--- config.mk ---
export PLATFORM = sky130hd
export DESIGN_NAME = dmaen_ctrl
export DESIGN_NICKNAME = d
export VERILOG_FILES = /design/src/design/dmaen_pkg.sv /design/src/design/dmaen_ctrl.sv
export VERILOG_INCLUDE_DIRS = /design/src /design/src/design
export SDC_FILE = /design/constraint.sdc
export NUM_CORES = 1
export LEC_CHECK = 0
export BUFFER_PORTS_ARGS = -buffer_cell sky130_fd_sc_hd__buf_2
export CAP_MARGIN = 20
export CORE_ASPECT_RATIO = 1.25
export CORE_MARGIN = 1
export CORE_UTILIZATION = 55
export DETAILED_ROUTE_END_ITERATION = 10
export GPL_TIMING_DRIVEN = 0
export HOLD_SLACK_MARGIN = 0.05
export PLACE_DENSITY = 0.8
export SETUP_SLACK_MARGIN = 0.4
export SLEW_MARGIN = 30
export SYNTH_ARGS = -nofsm -noshare
export SYNTH_HDL_FRONTEND = slang
export SYNTH_SLANG_ARGS = --single-unit
--- constraint.sdc ---
create_clock -name ref_clk_i -period 2.4 [get_ports ref_clk_i]
set_input_delay 0.24 -clock ref_clk_i [delete_from_list [all_inputs] [get_ports ref_clk_i]]
set_output_delay 0.24 -clock ref_clk_i [all_outputs]
set_load 0.05 [all_outputs]
--- src/design/dmaen_cfg.svh ---
// Purpose: Offsets, field positions and reset values of the enable control
// Assumes: 32-bit Avalon-MM slave, byte addresses, one aligned word per register
// Notes: Included by the control block only
//
// What this block does
// - Channel 0 runs only with both enables set
// - Burst NMI clears master enable, releases bus
// - Setting master enable again resumes the burst
// - Block mode ignores NMI entirely
// - Master enable cleared by reset, burst NMI, write 0
// - Master enable set only after reading zero
// - Transfer enable gates the selected activation source
// - Transfer enable low ignores activation requests
// - Disabled internal source forwards its interrupt
// - Transfer enable falling raises end interrupt
// - Both enables set, block mode: one transfer per request
// - Transfer enable cleared by reset, count done
// - Writing zero forcibly stops the transfer
// - Transfer enable set only after reading zero or by a controller write
// - Channel 1 master enable falling raises break
// - Break request withdrawn by disable or restart
// - Channel 1 runs only with both enables set
// - Controller writes set transfer enable directly
`ifndef DMAEN_CFG_SVH
`define DMAEN_CFG_SVH

`define DMAEN_OFF_CTRL 8'h00
`define DMAEN_OFF_CFG 8'h04
`define DMAEN_OFF_CNT0 8'h08
`define DMAEN_OFF_CNT1 8'h0C
`define DMAEN_OFF_STAT 8'h10
`define DMAEN_OFF_MASK 8'h14
`define DMAEN_OFF_STATE 8'h18

`define DMAEN_B_C0_END 0
`define DMAEN_B_C1_BRK 3
`define DMAEN_B_C0_TE 4
`define DMAEN_B_C0_ME 5
`define DMAEN_B_C1_TE 6
`define DMAEN_B_C1_ME 7

`define DMAEN_F_SRC0 0
`define DMAEN_B_BURST0 4
`define DMAEN_F_SRC1 8

`define DMAEN_ST_END0 0
`define DMAEN_ST_BRK1 1
`define DMAEN_ST_NMI 2
`define DMAEN_ST_FWD 3

`define DMAEN_INT_SRC_MASK 16'hFF00
`define DMAEN_RST_WAIT 1'b1

`endif

--- src/design/dmaen_pkg.sv ---
// Purpose: Types shared by the enable control block
// Assumes: Nothing beyond the header
// Notes: Channel 0 sequencing states
package dmaen_pkg;
   typedef enum logic {
      S_IDLE,
      S_BURST
   } dmaen_st_e;
endpackage

--- src/design/dmaen_ctrl.sv ---
// Purpose: Channel enable and interrupt enable control of a DMA controller
// Assumes: Activation requests and controller strobe come from ref_clk_i logic
// Notes: nmi_i is asynchronous and passes a two-stage synchroniser
`include "dmaen_cfg.svh"

module dmaen_ctrl
   import dmaen_pkg::*;
#(
   parameter int CNT_W = 16,
   parameter logic [15:0] INT_SRC_MASK = `DMAEN_INT_SRC_MASK
) (
   // Clock and reset
   input wire logic ref_clk_i,
   input wire logic rst_b_i,
   // Avalon-MM slave
   input wire logic [7:0] avs_address_i,
   input wire logic avs_read_i,
   input wire logic avs_write_i,
   input wire logic [31:0] avs_writedata_i,
   input wire logic [3:0] avs_byteenable_i,
   output logic [31:0] avs_readdata_o,
   output logic avs_waitrequest_o,
   // Access made by the data transfer controller
   input wire logic dtc_access_i,
   // Activation sources and NMI
   input wire logic [15:0] act_req_i,
   input wire logic nmi_i,
   // Transfer strobes and bus ownership
   output logic ch0_xfer_o,
   output logic ch1_xfer_o,
   output logic bus_master_o,
   // Interrupt requests
   output logic [1:0] fwd_irq_o,
   output logic ch0_end_irq_o,
   output logic ch1_break_irq_o,
   output logic irq_o
);

   typedef struct packed {
      logic nmi1;
      logic nmi2;
      logic nmi3;
      logic waitreq;
      logic [31:0] rdata;
      logic [3:0] en;
      logic [3:0] arm;
      logic c0_end_en;
      logic c1_brk_en;
      logic [3:0] src0;
      logic [3:0] src1;
      logic burst0;
      logic [CNT_W-1:0] cnt0;
      logic [CNT_W-1:0] cnt1;
      dmaen_st_e st;
      logic x0;
      logic x1;
      logic busm;
      logic [1:0] fwd;
      logic end0;
      logic brk1;
      logic [3:0] stat;
      logic [3:0] mask;
      logic irq;
   } dmaen_state_s;

   // Enable vector: 0 ch0 transfer, 1 ch0 master, 2 ch1 transfer, 3 ch1 master
   localparam int EN_POS [4] = '{`DMAEN_B_C0_TE, `DMAEN_B_C0_ME,
                                 `DMAEN_B_C1_TE, `DMAEN_B_C1_ME};

   dmaen_state_s q;
   dmaen_state_s d;

   function automatic logic hit(input logic [7:0] a, input logic [7:0] off);
      return a == off;
   endfunction

   function automatic logic [31:0] merge(input logic [31:0] old,
                                         input logic [31:0] nw,
                                         input logic [3:0] be);
      logic [31:0] r;
      r = old;
      for (int b = 0; b < 4; b++) begin
         if (be[b]) begin
            r[8*b +: 8] = nw[8*b +: 8];
         end
      end
      return r;
   endfunction

   function automatic logic [31:0] ctrl_word(input dmaen_state_s s);
      logic [31:0] w;
      w = 32'h0000_0000;
      for (int i = 0; i < 4; i++) begin
         w[EN_POS[i]] = s.en[i];
      end
      w[`DMAEN_B_C0_END] = s.c0_end_en;
      w[`DMAEN_B_C1_BRK] = s.c1_brk_en;
      return w;
   endfunction

   logic acc;
   logic wr;
   logic wr_ctrl;
   logic rd_ctrl;
   logic nmi_edge;
   logic sel0;
   logic sel1;
   logic run0;
   logic run1;
   logic [31:0] rmux;
   logic [31:0] cfgw;
   logic [3:0] set_ev;

   always_comb begin
      d = q;
      d.nmi1 = nmi_i;
      d.nmi2 = q.nmi1;
      d.nmi3 = q.nmi2;
      nmi_edge = q.nmi2 & ~q.nmi3;
      acc = (avs_read_i | avs_write_i) & q.waitreq;
      wr = acc & avs_write_i;
      wr_ctrl = wr & hit(avs_address_i, `DMAEN_OFF_CTRL) & avs_byteenable_i[0];
      rd_ctrl = acc & avs_read_i & ~dtc_access_i & hit(avs_address_i, `DMAEN_OFF_CTRL);
      d.waitreq = ~acc;
      set_ev = 4'h0;

      // Read answer, unmapped reads as zero
      cfgw = 32'h0000_0000;
      cfgw[`DMAEN_F_SRC0 +: 4] = q.src0;
      cfgw[`DMAEN_B_BURST0] = q.burst0;
      cfgw[`DMAEN_F_SRC1 +: 4] = q.src1;
      rmux = 32'h0000_0000;
      if (hit(avs_address_i, `DMAEN_OFF_CTRL)) begin
         rmux = ctrl_word(q);
      end else if (hit(avs_address_i, `DMAEN_OFF_CFG)) begin
         rmux = cfgw;
      end else if (hit(avs_address_i, `DMAEN_OFF_CNT0)) begin
         rmux[CNT_W-1:0] = q.cnt0;
      end else if (hit(avs_address_i, `DMAEN_OFF_CNT1)) begin
         rmux[CNT_W-1:0] = q.cnt1;
      end else if (hit(avs_address_i, `DMAEN_OFF_STAT)) begin
         rmux[3:0] = q.stat;
      end else if (hit(avs_address_i, `DMAEN_OFF_MASK)) begin
         rmux[3:0] = q.mask;
      end else if (hit(avs_address_i, `DMAEN_OFF_STATE)) begin
         rmux[3:0] = {q.busm, q.st == S_BURST, q.en[3] & q.en[2], q.en[1] & q.en[0]};
      end
      if (acc & avs_read_i) begin
         d.rdata = rmux;
      end

      // Enable bits: clear on zero, set on one when armed, transfer enables also on a controller access
      for (int i = 0; i < 4; i++) begin
         if (wr_ctrl) begin
            if (!avs_writedata_i[EN_POS[i]]) begin
               d.en[i] = 1'b0;
            end else if (q.arm[i] | (dtc_access_i & (i % 2 == 0))) begin
               d.en[i] = 1'b1;
            end
            if (!dtc_access_i) begin
               d.arm[i] = 1'b0;
            end
         end else if (rd_ctrl) begin
            d.arm[i] = ~q.en[i];
         end
      end
      if (wr_ctrl) begin
         d.c0_end_en = avs_writedata_i[`DMAEN_B_C0_END];
         d.c1_brk_en = avs_writedata_i[`DMAEN_B_C1_BRK];
      end
      if (wr & hit(avs_address_i, `DMAEN_OFF_CFG)) begin
         cfgw = merge(cfgw, avs_writedata_i, avs_byteenable_i);
         d.src0 = cfgw[`DMAEN_F_SRC0 +: 4];
         d.burst0 = cfgw[`DMAEN_B_BURST0];
         d.src1 = cfgw[`DMAEN_F_SRC1 +: 4];
      end
      if (wr & hit(avs_address_i, `DMAEN_OFF_CNT0)) begin
         d.cnt0 = CNT_W'(merge(32'(q.cnt0), avs_writedata_i, avs_byteenable_i));
      end
      if (wr & hit(avs_address_i, `DMAEN_OFF_CNT1)) begin
         d.cnt1 = CNT_W'(merge(32'(q.cnt1), avs_writedata_i, avs_byteenable_i));
      end
      if (wr & hit(avs_address_i, `DMAEN_OFF_MASK)) begin
         d.mask = 4'(merge(32'(q.mask), avs_writedata_i, avs_byteenable_i));
      end

      // Channel 0 sequencing
      sel0 = act_req_i[q.src0];
      run0 = q.en[0] & q.en[1];
      d.x0 = 1'b0;
      if (!q.en[0]) begin
         d.st = S_IDLE;
      end else if (nmi_edge & q.burst0 & run0 & (q.st == S_BURST)) begin
         d.en[1] = 1'b0;
         set_ev[`DMAEN_ST_NMI] = 1'b1;
      end else if (run0 & (q.cnt0 != '0) & (sel0 | (q.st == S_BURST))) begin
         d.x0 = 1'b1;
         d.cnt0 = q.cnt0 - CNT_W'(1);
         if (q.cnt0 == CNT_W'(1)) begin
            d.en[0] = 1'b0;
            d.st = S_IDLE;
         end else if (q.burst0) begin
            d.st = S_BURST;
         end
      end

      // Channel 1 sequencing
      sel1 = act_req_i[q.src1];
      run1 = q.en[2] & q.en[3];
      d.x1 = 1'b0;
      if (run1 & sel1 & (q.cnt1 != '0)) begin
         d.x1 = 1'b1;
         d.cnt1 = q.cnt1 - CNT_W'(1);
         if (q.cnt1 == CNT_W'(1)) begin
            d.en[2] = 1'b0;
         end
      end
      d.busm = (d.st == S_BURST) & d.en[0] & d.en[1];

      // Disabled internal sources go back to the interrupt controller
      d.fwd[0] = ~q.en[0] & sel0 & INT_SRC_MASK[q.src0];
      d.fwd[1] = ~q.en[2] & sel1 & INT_SRC_MASK[q.src1];
      set_ev[`DMAEN_ST_FWD] = |d.fwd & ~|q.fwd;

      // End and break requests
      d.end0 = d.c0_end_en & ~d.en[0] & (q.end0 | q.en[0]);
      d.brk1 = d.c1_brk_en & ~d.en[3] & (q.brk1 | q.en[3]);
      set_ev[`DMAEN_ST_END0] = d.end0 & ~q.end0;
      set_ev[`DMAEN_ST_BRK1] = d.brk1 & ~q.brk1;

      // Sticky status, set wins over write-one clear
      if (wr & hit(avs_address_i, `DMAEN_OFF_STAT) & avs_byteenable_i[0]) begin
         d.stat = q.stat & ~avs_writedata_i[3:0];
      end
      d.stat = d.stat | set_ev;
      d.irq = |(d.stat & d.mask);
   end

   always_ff @(posedge ref_clk_i or negedge rst_b_i) begin
      if (!rst_b_i) begin
         q <= '0;
         q.waitreq <= `DMAEN_RST_WAIT;
      end else begin
         q <= d;
      end
   end

   assign avs_readdata_o = q.rdata;
   assign avs_waitrequest_o = q.waitreq;
   assign ch0_xfer_o = q.x0;
   assign ch1_xfer_o = q.x1;
   assign bus_master_o = q.busm;
   assign fwd_irq_o = q.fwd;
   assign ch0_end_irq_o = q.end0;
   assign ch1_break_irq_o = q.brk1;
   assign irq_o = q.irq;

   AST_CH0_RUN: assert property (@(posedge ref_clk_i) disable iff (!rst_b_i)
      q.x0 |-> $past(q.en[0] && q.en[1]))
      else $error("ch0 transfer without both enables");

   AST_NMI_BURST: assert property (@(posedge ref_clk_i) disable iff (!rst_b_i)
      (nmi_edge && q.burst0 && run0 && q.st == S_BURST) |=> (!q.en[1] && !q.x0 && !q.busm))
      else $error("burst NMI did not suspend ch0");

   AST_NMI_BLOCK: assert property (@(posedge ref_clk_i) disable iff (!rst_b_i)
      (nmi_edge && !q.burst0 && q.en[1] && !wr_ctrl) |=> q.en[1])
      else $error("block mode NMI cleared master enable");

   AST_ME_ARMED: assert property (@(posedge ref_clk_i) disable iff (!rst_b_i)
      $rose(q.en[1]) |-> $past(q.arm[1] && wr_ctrl))
      else $error("master enable set without zero read");

   AST_TE_ARMED: assert property (@(posedge ref_clk_i) disable iff (!rst_b_i)
      $rose(q.en[0]) |-> $past(wr_ctrl && (q.arm[0] || dtc_access_i)))
      else $error("transfer enable set without zero read");

   AST_TE_OFF: assert property (@(posedge ref_clk_i) disable iff (!rst_b_i)
      !q.en[0] |=> !q.x0)
      else $error("ch0 transferred while disabled");

   AST_FWD: assert property (@(posedge ref_clk_i) disable iff (!rst_b_i)
      (!q.en[0] && sel0 && INT_SRC_MASK[q.src0]) |=> fwd_irq_o[0])
      else $error("internal request not forwarded");

   AST_END_IRQ: assert property (@(posedge ref_clk_i) disable iff (!rst_b_i)
      ($fell(q.en[0]) && q.c0_end_en) |-> q.end0 ##1 (q.end0 || !q.c0_end_en || q.en[0]))
      else $error("end request missing");

   AST_COUNT_END: assert property (@(posedge ref_clk_i) disable iff (!rst_b_i)
      (q.x0 && q.cnt0 == '0) |-> !q.en[0])
      else $error("transfer enable kept after last transfer");

   AST_BRK: assert property (@(posedge ref_clk_i) disable iff (!rst_b_i)
      ($fell(q.en[3]) && q.c1_brk_en) |-> q.brk1)
      else $error("break request missing");

   AST_BRK_DROP: assert property (@(posedge ref_clk_i) disable iff (!rst_b_i)
      q.brk1 |-> (q.c1_brk_en && !q.en[3]))
      else $error("break request not withdrawn");

   AST_IRQ: assert property (@(posedge ref_clk_i) disable iff (!rst_b_i)
      irq_o == |(q.stat & q.mask))
      else $error("interrupt output mismatch");

   AST_WAIT_ONE: assert property (@(posedge ref_clk_i) disable iff (!rst_b_i)
      !avs_waitrequest_o |=> avs_waitrequest_o)
      else $error("waitrequest low for more than one cycle");

   AST_WAIT_ANSWER: assert property (@(posedge ref_clk_i) disable iff (!rst_b_i)
      ((avs_read_i || avs_write_i) && avs_waitrequest_o) |=> !avs_waitrequest_o)
      else $error("bus access not answered after one wait cycle");

   AST_RDATA_HOLD: assert property (@(posedge ref_clk_i) disable iff (!rst_b_i)
      !(avs_read_i && avs_waitrequest_o) |=> $stable(avs_readdata_o))
      else $error("read data changed without a read");

   AST_TE_CLR_WR: assert property (@(posedge ref_clk_i) disable iff (!rst_b_i)
      (wr_ctrl && !avs_writedata_i[`DMAEN_B_C0_TE]) |=> !q.en[0])
      else $error("zero write did not clear transfer enable");

   AST_ME_CLR_WR: assert property (@(posedge ref_clk_i) disable iff (!rst_b_i)
      (wr_ctrl && !avs_writedata_i[`DMAEN_B_C0_ME]) |=> !q.en[1])
      else $error("zero write did not clear master enable");

   AST_CH1_RUN: assert property (@(posedge ref_clk_i) disable iff (!rst_b_i)
      q.x1 |-> $past(q.en[2] && q.en[3]))
      else $error("ch1 transfer without both enables");

   AST_C1_ARMED: assert property (@(posedge ref_clk_i) disable iff (!rst_b_i)
      $rose(q.en[3]) |-> $past(q.arm[3] && wr_ctrl))
      else $error("ch1 master enable set without zero read");

   AST_ARM_CLR: assert property (@(posedge ref_clk_i) disable iff (!rst_b_i)
      (wr_ctrl && !dtc_access_i) |=> (q.arm == 4'h0))
      else $error("arm flags kept after control write");

   AST_ARM_SET: assert property (@(posedge ref_clk_i) disable iff (!rst_b_i)
      rd_ctrl |=> (q.arm == ~$past(q.en)))
      else $error("arm flags do not follow the read value");

   AST_XFER_CNT: assert property (@(posedge ref_clk_i) disable iff (!rst_b_i)
      q.x0 |-> (q.cnt0 == $past(q.cnt0) - CNT_W'(1)))
      else $error("ch0 count not decremented per transfer");

   AST_CH1_CNT0: assert property (@(posedge ref_clk_i) disable iff (!rst_b_i)
      (q.cnt1 == '0) |=> !q.x1)
      else $error("ch1 transferred with zero count");

   AST_END_DROP: assert property (@(posedge ref_clk_i) disable iff (!rst_b_i)
      q.end0 |-> (q.c0_end_en && !q.en[0]))
      else $error("end request not withdrawn");

   AST_FWD_OFF: assert property (@(posedge ref_clk_i) disable iff (!rst_b_i)
      q.en[0] |=> !fwd_irq_o[0])
      else $error("request forwarded while transfer enabled");

   AST_STAT_W1C: assert property (@(posedge ref_clk_i) disable iff (!rst_b_i)
      $fell(q.stat[0]) |->
         $past(avs_write_i && avs_writedata_i[0] && (avs_address_i == `DMAEN_OFF_STAT)))
      else $error("status bit cleared without write of one");

   AST_NMI_STAT: assert property (@(posedge ref_clk_i) disable iff (!rst_b_i)
      (nmi_edge && q.burst0 && run0 && q.st == S_BURST) |=> q.stat[`DMAEN_ST_NMI])
      else $error("NMI suspend not flagged");

   AST_RESUME: assert property (@(posedge ref_clk_i) disable iff (!rst_b_i)
      (q.st == S_BURST && q.en[0] && q.en[1] && q.cnt0 != '0 && !nmi_edge) |=> q.x0)
      else $error("burst transfer did not continue");

   AST_BRK_OFF: assert property (@(posedge ref_clk_i) disable iff (!rst_b_i)
      (wr_ctrl && !avs_writedata_i[`DMAEN_B_C1_BRK]) |=> !ch1_break_irq_o)
      else $error("break request kept after disable");

   AST_END_OFF: assert property (@(posedge ref_clk_i) disable iff (!rst_b_i)
      (wr_ctrl && !avs_writedata_i[`DMAEN_B_C0_END]) |=> !ch0_end_irq_o)
      else $error("end request kept after disable");

endmodule

== Word-level counts from Yosys, hierarchy flattened ==
Memory sizes are Yosys's and may differ from the RTL's.
Cells that the tools add are included.

* Bits in registers: 104
* Memory bits (read-only): 32
* Input bits: 66
* Output and inout bits: 41
* Word-level logic and storage cells: 178
* Memories: 2

* $add $sub $neg: 2
* Order comparisons: 2
* Eq/ne operators: 9
* Multiplexer cells: 65
* Bitwise logic cells: 57
* Reduce and logical (&&, ||, !) cells: 16

{| class="wikitable"
|+ Memory list
! memory !! depth !! width !! rd ports !! clocked after memory_dff !! write ports !! RTL line !! RTL
|-
| (no name shown) || 16 || 1 || 1 || 0 || 0 || dmaen_ctrl.sv:222 || <nowiki>d.fwd[1] = ~q.en[2] & sel1 & INT_SRC_MASK[q.src1];</nowiki>
|-
| (no name shown) || 16 || 1 || 1 || 0 || 0 || dmaen_ctrl.sv:221 || <nowiki>d.fwd[0] = ~q.en[0] & sel0 & INT_SRC_MASK[q.src0];</nowiki>
|}

{| class="wikitable"
|+ Operator list
! operator !! number
|-
| $mux W16 || 9
|-
| $mux W1 || 38
|-
| $and A1 B1 Y1 || 36
|-
| $eq A16 B1 Y1 const B || 2
|-
| $mux W8 || 4
|-
| $reduce_bool A16 Y1 || 2
|-
| $sub A16 B1 Y16 const B || 2
|-
| $mux W4 || 7
|-
| $eq A8 B5 Y1 const B || 3
|-
| $eq A8 B4 Y1 const B || 2
|-
| $mux W12 || 1
|-
| $not A1 Y1 || 11
|-
| $lt A4 B5 Y1 const B || 2
|-
| $reduce_and A2 Y1 || 5
|-
| $and A4 B4 Y4 || 2
|-
| $bmux W1 S4 || 2
|-
| $eq A8 B3 Y1 const B || 1
|-
| $logic_not A8 Y1 || 1
|-
| $mux W2 || 4
|-
| $reduce_bool A2 Y1 || 4
|-
| $or A1 B1 Y1 || 6
|-
| $not A4 Y4 || 1
|-
| $or A4 B4 Y4 || 1
|-
| $reduce_or A2 Y1 || 2
|-
| other kinds (3) || 3
|}

== Depth between registers and ports, before layout ==
* Depth after elaboration: 17
* Mapped depth: 10

== Worst setup path after synthesis ==
OpenSTA, ideal clock, no wires.

* Path type: flip-flop to flip-flop
* From: reg q[54] in the netlist's numbering
* To: reg q[45] in the netlist's numbering
* Setup time: 0.123 ns
* Data arrival time: 2.110 ns
* Slack: 0.168 ns
* Cell stages (with the launch flop): 9
* Path buffers: 1
* Cell sequence: dfrtp_1 -> buf_4 -> mux2i_1 -> mux4_2 -> nand3_1 -> nand4_4 -> inv_2 -> mux2_2 -> o221a_2

{| class="wikitable"
|+ RTL lines
! what !! RTL line !! RTL
|-
| start, declared || dmaen_ctrl.sv:70 || <nowiki>dmaen_state_s q;</nowiki>
|}

==> impl_results.md <==
* Status: completed
* RSZ-0062 raised after global routing: true
* Starting utilization of the core area at 56.6%
* Clock Power Share at 36.1%
* Max Cap Violations at 0
* Most frequent cells in the layout: 80 x dfrtp_1, 73 x buf_2, 65 x nand2_1
* Post-Synth Simple-Gate Area at 21.4%
* Setup TNS Final at 0 ns
* Top cell type's share of synthesized area at 40.0%
* Number of diodes at 0
* DR iter-0 viols at 663
* Finish-stage setup viols at 0
* Fin Hold WS at 0.0596 ns
* Sequential share of power at 44.2%
* Sequential area share after synthesis at 40.5%
* Worst vdd ir at 0.413 mV
* Top sig layer: met4
* Mux cell area share after synthesis at 11.4%
* Clock buffer depth at 2
* Achievable Freq at 429 MHz
* CP Launch Type: flop
* Largest family of logic cells by synthesized area: simple AND/OR/NAND/NOR gates
* Post-synth EDFFs at 0
* Nets at 772
* H-Tree Depth at 3
* CTS clk-pin slew, worst paths at 0.06 ns
* Drt first pass iters at 6
* Slew headroom at 54.2%
* Core area at 9610 sq um
* Pwr Density at 512 nW/um^2
* DIE WIDTH at 91.0 um
* Final Util at 74.0%
* P_leak at 3.25 nW
* Yosys reg bits at 88
* Drt total wl at 17700 um
* Total net switching power at 1.09 mW
* Vias post-DR at 5347
* Crit path required time at 2.64 ns
* Antenna violation net count after detailed routing at 0
* Hold path depth at 2
* Unique masters post-synth at 71
* Synth Area in XOR/XNOR at 0%
* Crit end category: flop
* Post-synth ARST share at 100%
* Comb pwr share at 19.7%
* Crit. path cell count at 9
* Pint at 2.54 mW
* Sw Ratio at 30.1%
* Ratio of routed vias to standard cells at 6.46
* Adder-cell share of the synthesized area at 1.38%
* Fill cells at 669
* CP top delay family: multiplexers
* CTS tree: yes
* RePlAce Congestion at 0.976
* Chip Height at 113 um
* Share of cells above drive strength 1 at 37.6%
* Area growth from synthesis to layout at 30.6%
* Total GRT Usage at 34.8%
* Post-synth top area cell: dfrtp_1
* Vias in the first global route at 5107
* Final count of hold timing violations at 0
* Tightest Pin Transition at 0.682 ns
* Clock skew at 0.0132 ns
* Crit-path cells: buf_6 > mux2i_1 > mux4_2 > nand3_2 > nand4_4 > clkinv_4 > buf_6 > mux2_4 > o221a_4
* Worst endpoint data arrival time at 2.57 ns
* Synth Area in Compound Gates at 17.0%
* WL met3 at 1280 um
* Register-to-Register Path Depth at 9
* DR WL/cell at 21.4 um
* Reg2Reg Setup Slack at 0.07 ns
* Root Buffer: clkbuf_16
* Final Max Slew Viols at 0
* Initial antenna violation count at 0
* # DRC at 0
* Syn Inst Count at 563
* WS Path Type: reg2reg
* DR WL met2 at 8660 um
* Crit share post-route at 97.1%
* # rows at 40
* Crit path max fanout at 5
* Post-DP HPWL at 11900 um
* Grt ovf at 0
* Dominant cells by area after synthesis: dfrtp_1 40%, buf_4 5.0%, nand2_1 4.6%, mux2i_1 4.2%, o221a_1 3.7%
* Final min period at 2.33 ns
* Warnings from Yosys at 0
* Main flop type after synthesis: dfrtp_1
* Most common cell after layout, fill and taps aside: dfrtp_1
* CTS buffer count at 9
* Met1 WL at 6510 um
* Num ports at 107
* First-pass GRT wire length at 27100 um
* Clock sink count at 88
* Critical Path Slowest Stage Cell: mux4_2
* Mapped cell area at 5440 sq um
* Port Buffers at 72
* Die area at 10300 sq um
* Critical Path Max Stage Delay at 0.51 ns
* Pin count of the biggest net entering global routing at 68
* HP Class: in2reg
* Crit-path most repeated cell: buf_6
* Clock latency on the worst-skew pair at 0.36 ns
* Mean post-synth cell area at 9.66 sq um
* CP Buf/Inv Count at 3
timing repair:
item,in CTS,in global routing
setup endpoints to repair,59,55
hold endpoints to repair,22,0
hold buffers,2,0
pin swaps,14,15
setup buffers,17,12
cloned,3,4
resized for setup,43,44
state kept, by name (all words and copies together) (netlist names):
register	cells
avs_readdata_o	16
ch0_end_irq_o	1
avs_waitrequest_o	1
irq_o	1
ch0_xfer_o	1
q	61
bus_master_o	1
ch1_break_irq_o	1
fwd_irq_o	2
ch1_xfer_o	1
d	2
final timing paths:
path	startpoint	endpoint
setup / recovery	q[54]$_DFFE_PN0P_	q[45]$_DFF_PN0_
hold / removal	avs_read_i	avs_waitrequest_o$_DFF_PN1_
setup reg to reg	q[54]$_DFFE_PN0P_	q[45]$_DFF_PN0_
hold reg to reg	d[102]$_DFF_PN0_	d[101]$_DFF_PN0_
max in group asynchronous	rst_b_i	q[23]$_DFFE_PN0P_
min in group asynchronous	rst_b_i	q[43]$_DFF_PN0_
cells in the mapped netlist, types with 3 or more instances:
cell	number
mux2i_1	23
ha_1	6
nor4_2	3
buf_2	3
a21o_1	6
nor2b_1	4
dfrtp_1	87
mux4_2	8
o21ai_1	3
clkbuf_1	12
a221oi_1	6
buf_6	5
or3_1	9
a31oi_1	10
and3_1	5
mux2_1	3
a22oi_1	3
and2_1	7
nor2_1	43
o21ai_0	27
nor4_1	4
a21oi_1	21
mux2_2	9
o221a_2	4
nand3_1	33
buf_4	36
nand2_1	66
o221a_1	18
nor3b_1	3
nor3_1	13
mux2_4	5
or4_1	3
nand4_1	6
inv_1	15
nand2b_1	6
a222oi_1	5
layer usage:
| layer | up-vias | global-route usage (%) |
|---|---|---|
| li1 | 2334 | - |
| met4 | 0 | 25.3 |
| met5 | - | 0 |
| met1 | 2573 | 41.0 |
| met3 | 94 | 6.12 |
| met2 | 346 | 57.5 |
area by class of cell:
| class | count | area (sq um) | area share, % |
|---|---|---|---|
| Buffer | 57 | 463 | 6.51 |
| Clock buffer | 12 | 256 | 3.61 |
| Clock inverter | 1 | 5.00 | 0.0704 |
| Inverter | 16 | 65.1 | 0.915 |
| Multi-Input combinational cell | 417 | 3130 | 44.1 |
| Sequential cell | 88 | 2210 | 31.1 |
| Tap cell | 126 | 158 | 2.22 |
| Timing Repair Buffer | 111 | 813 | 11.4 |
worst register-to-register path, stage by stage (launching register included):
cell and delay [ns]:
dfrtp_1 0.41, buf_6 0.15, mux2i_1 0.12, mux4_2 0.51, nand3_2 0.11, nand4_4 0.18
clkinv_4 0.14, buf_6 0.10, mux2_4 0.30, o221a_4 0.21
power groups by stage:
stage / Combinational (mW) / Clock [mW] / Sequential [mW]
after detailed placement: 0.635 / 0 / 1.63
after global placement: 0.613 / 0 / 1.63
after global routing: 0.761 / 1.39 / 1.61
final: 0.717 / 1.31 / 1.61
after floorplan: 0.436 / 0 / 1.62
after CTS: 0.682 / 1.30 / 1.60
kinds of logic after synthesis:
kind of cell / count (synthesis)
simple gates: 222
compound gates: 125
flops: 88
buf+inv: 73
mux: 48
fa+ha+maj: 6
other cells: 1
stage by stage:
stage	power (mW)	cell area, sq um	cells	worst slack [ns]
finish	3.64	7110	828	0.0698
global route	3.76	7110	828	0.0326
CTS	3.59	6760	812	0.0850
detailed placement	2.26	6120	777	-0.240
global placement	2.24	6090	776	-0.185
floorplan	2.05	5570	578	0.216
(Power assumes the default switching activity.)
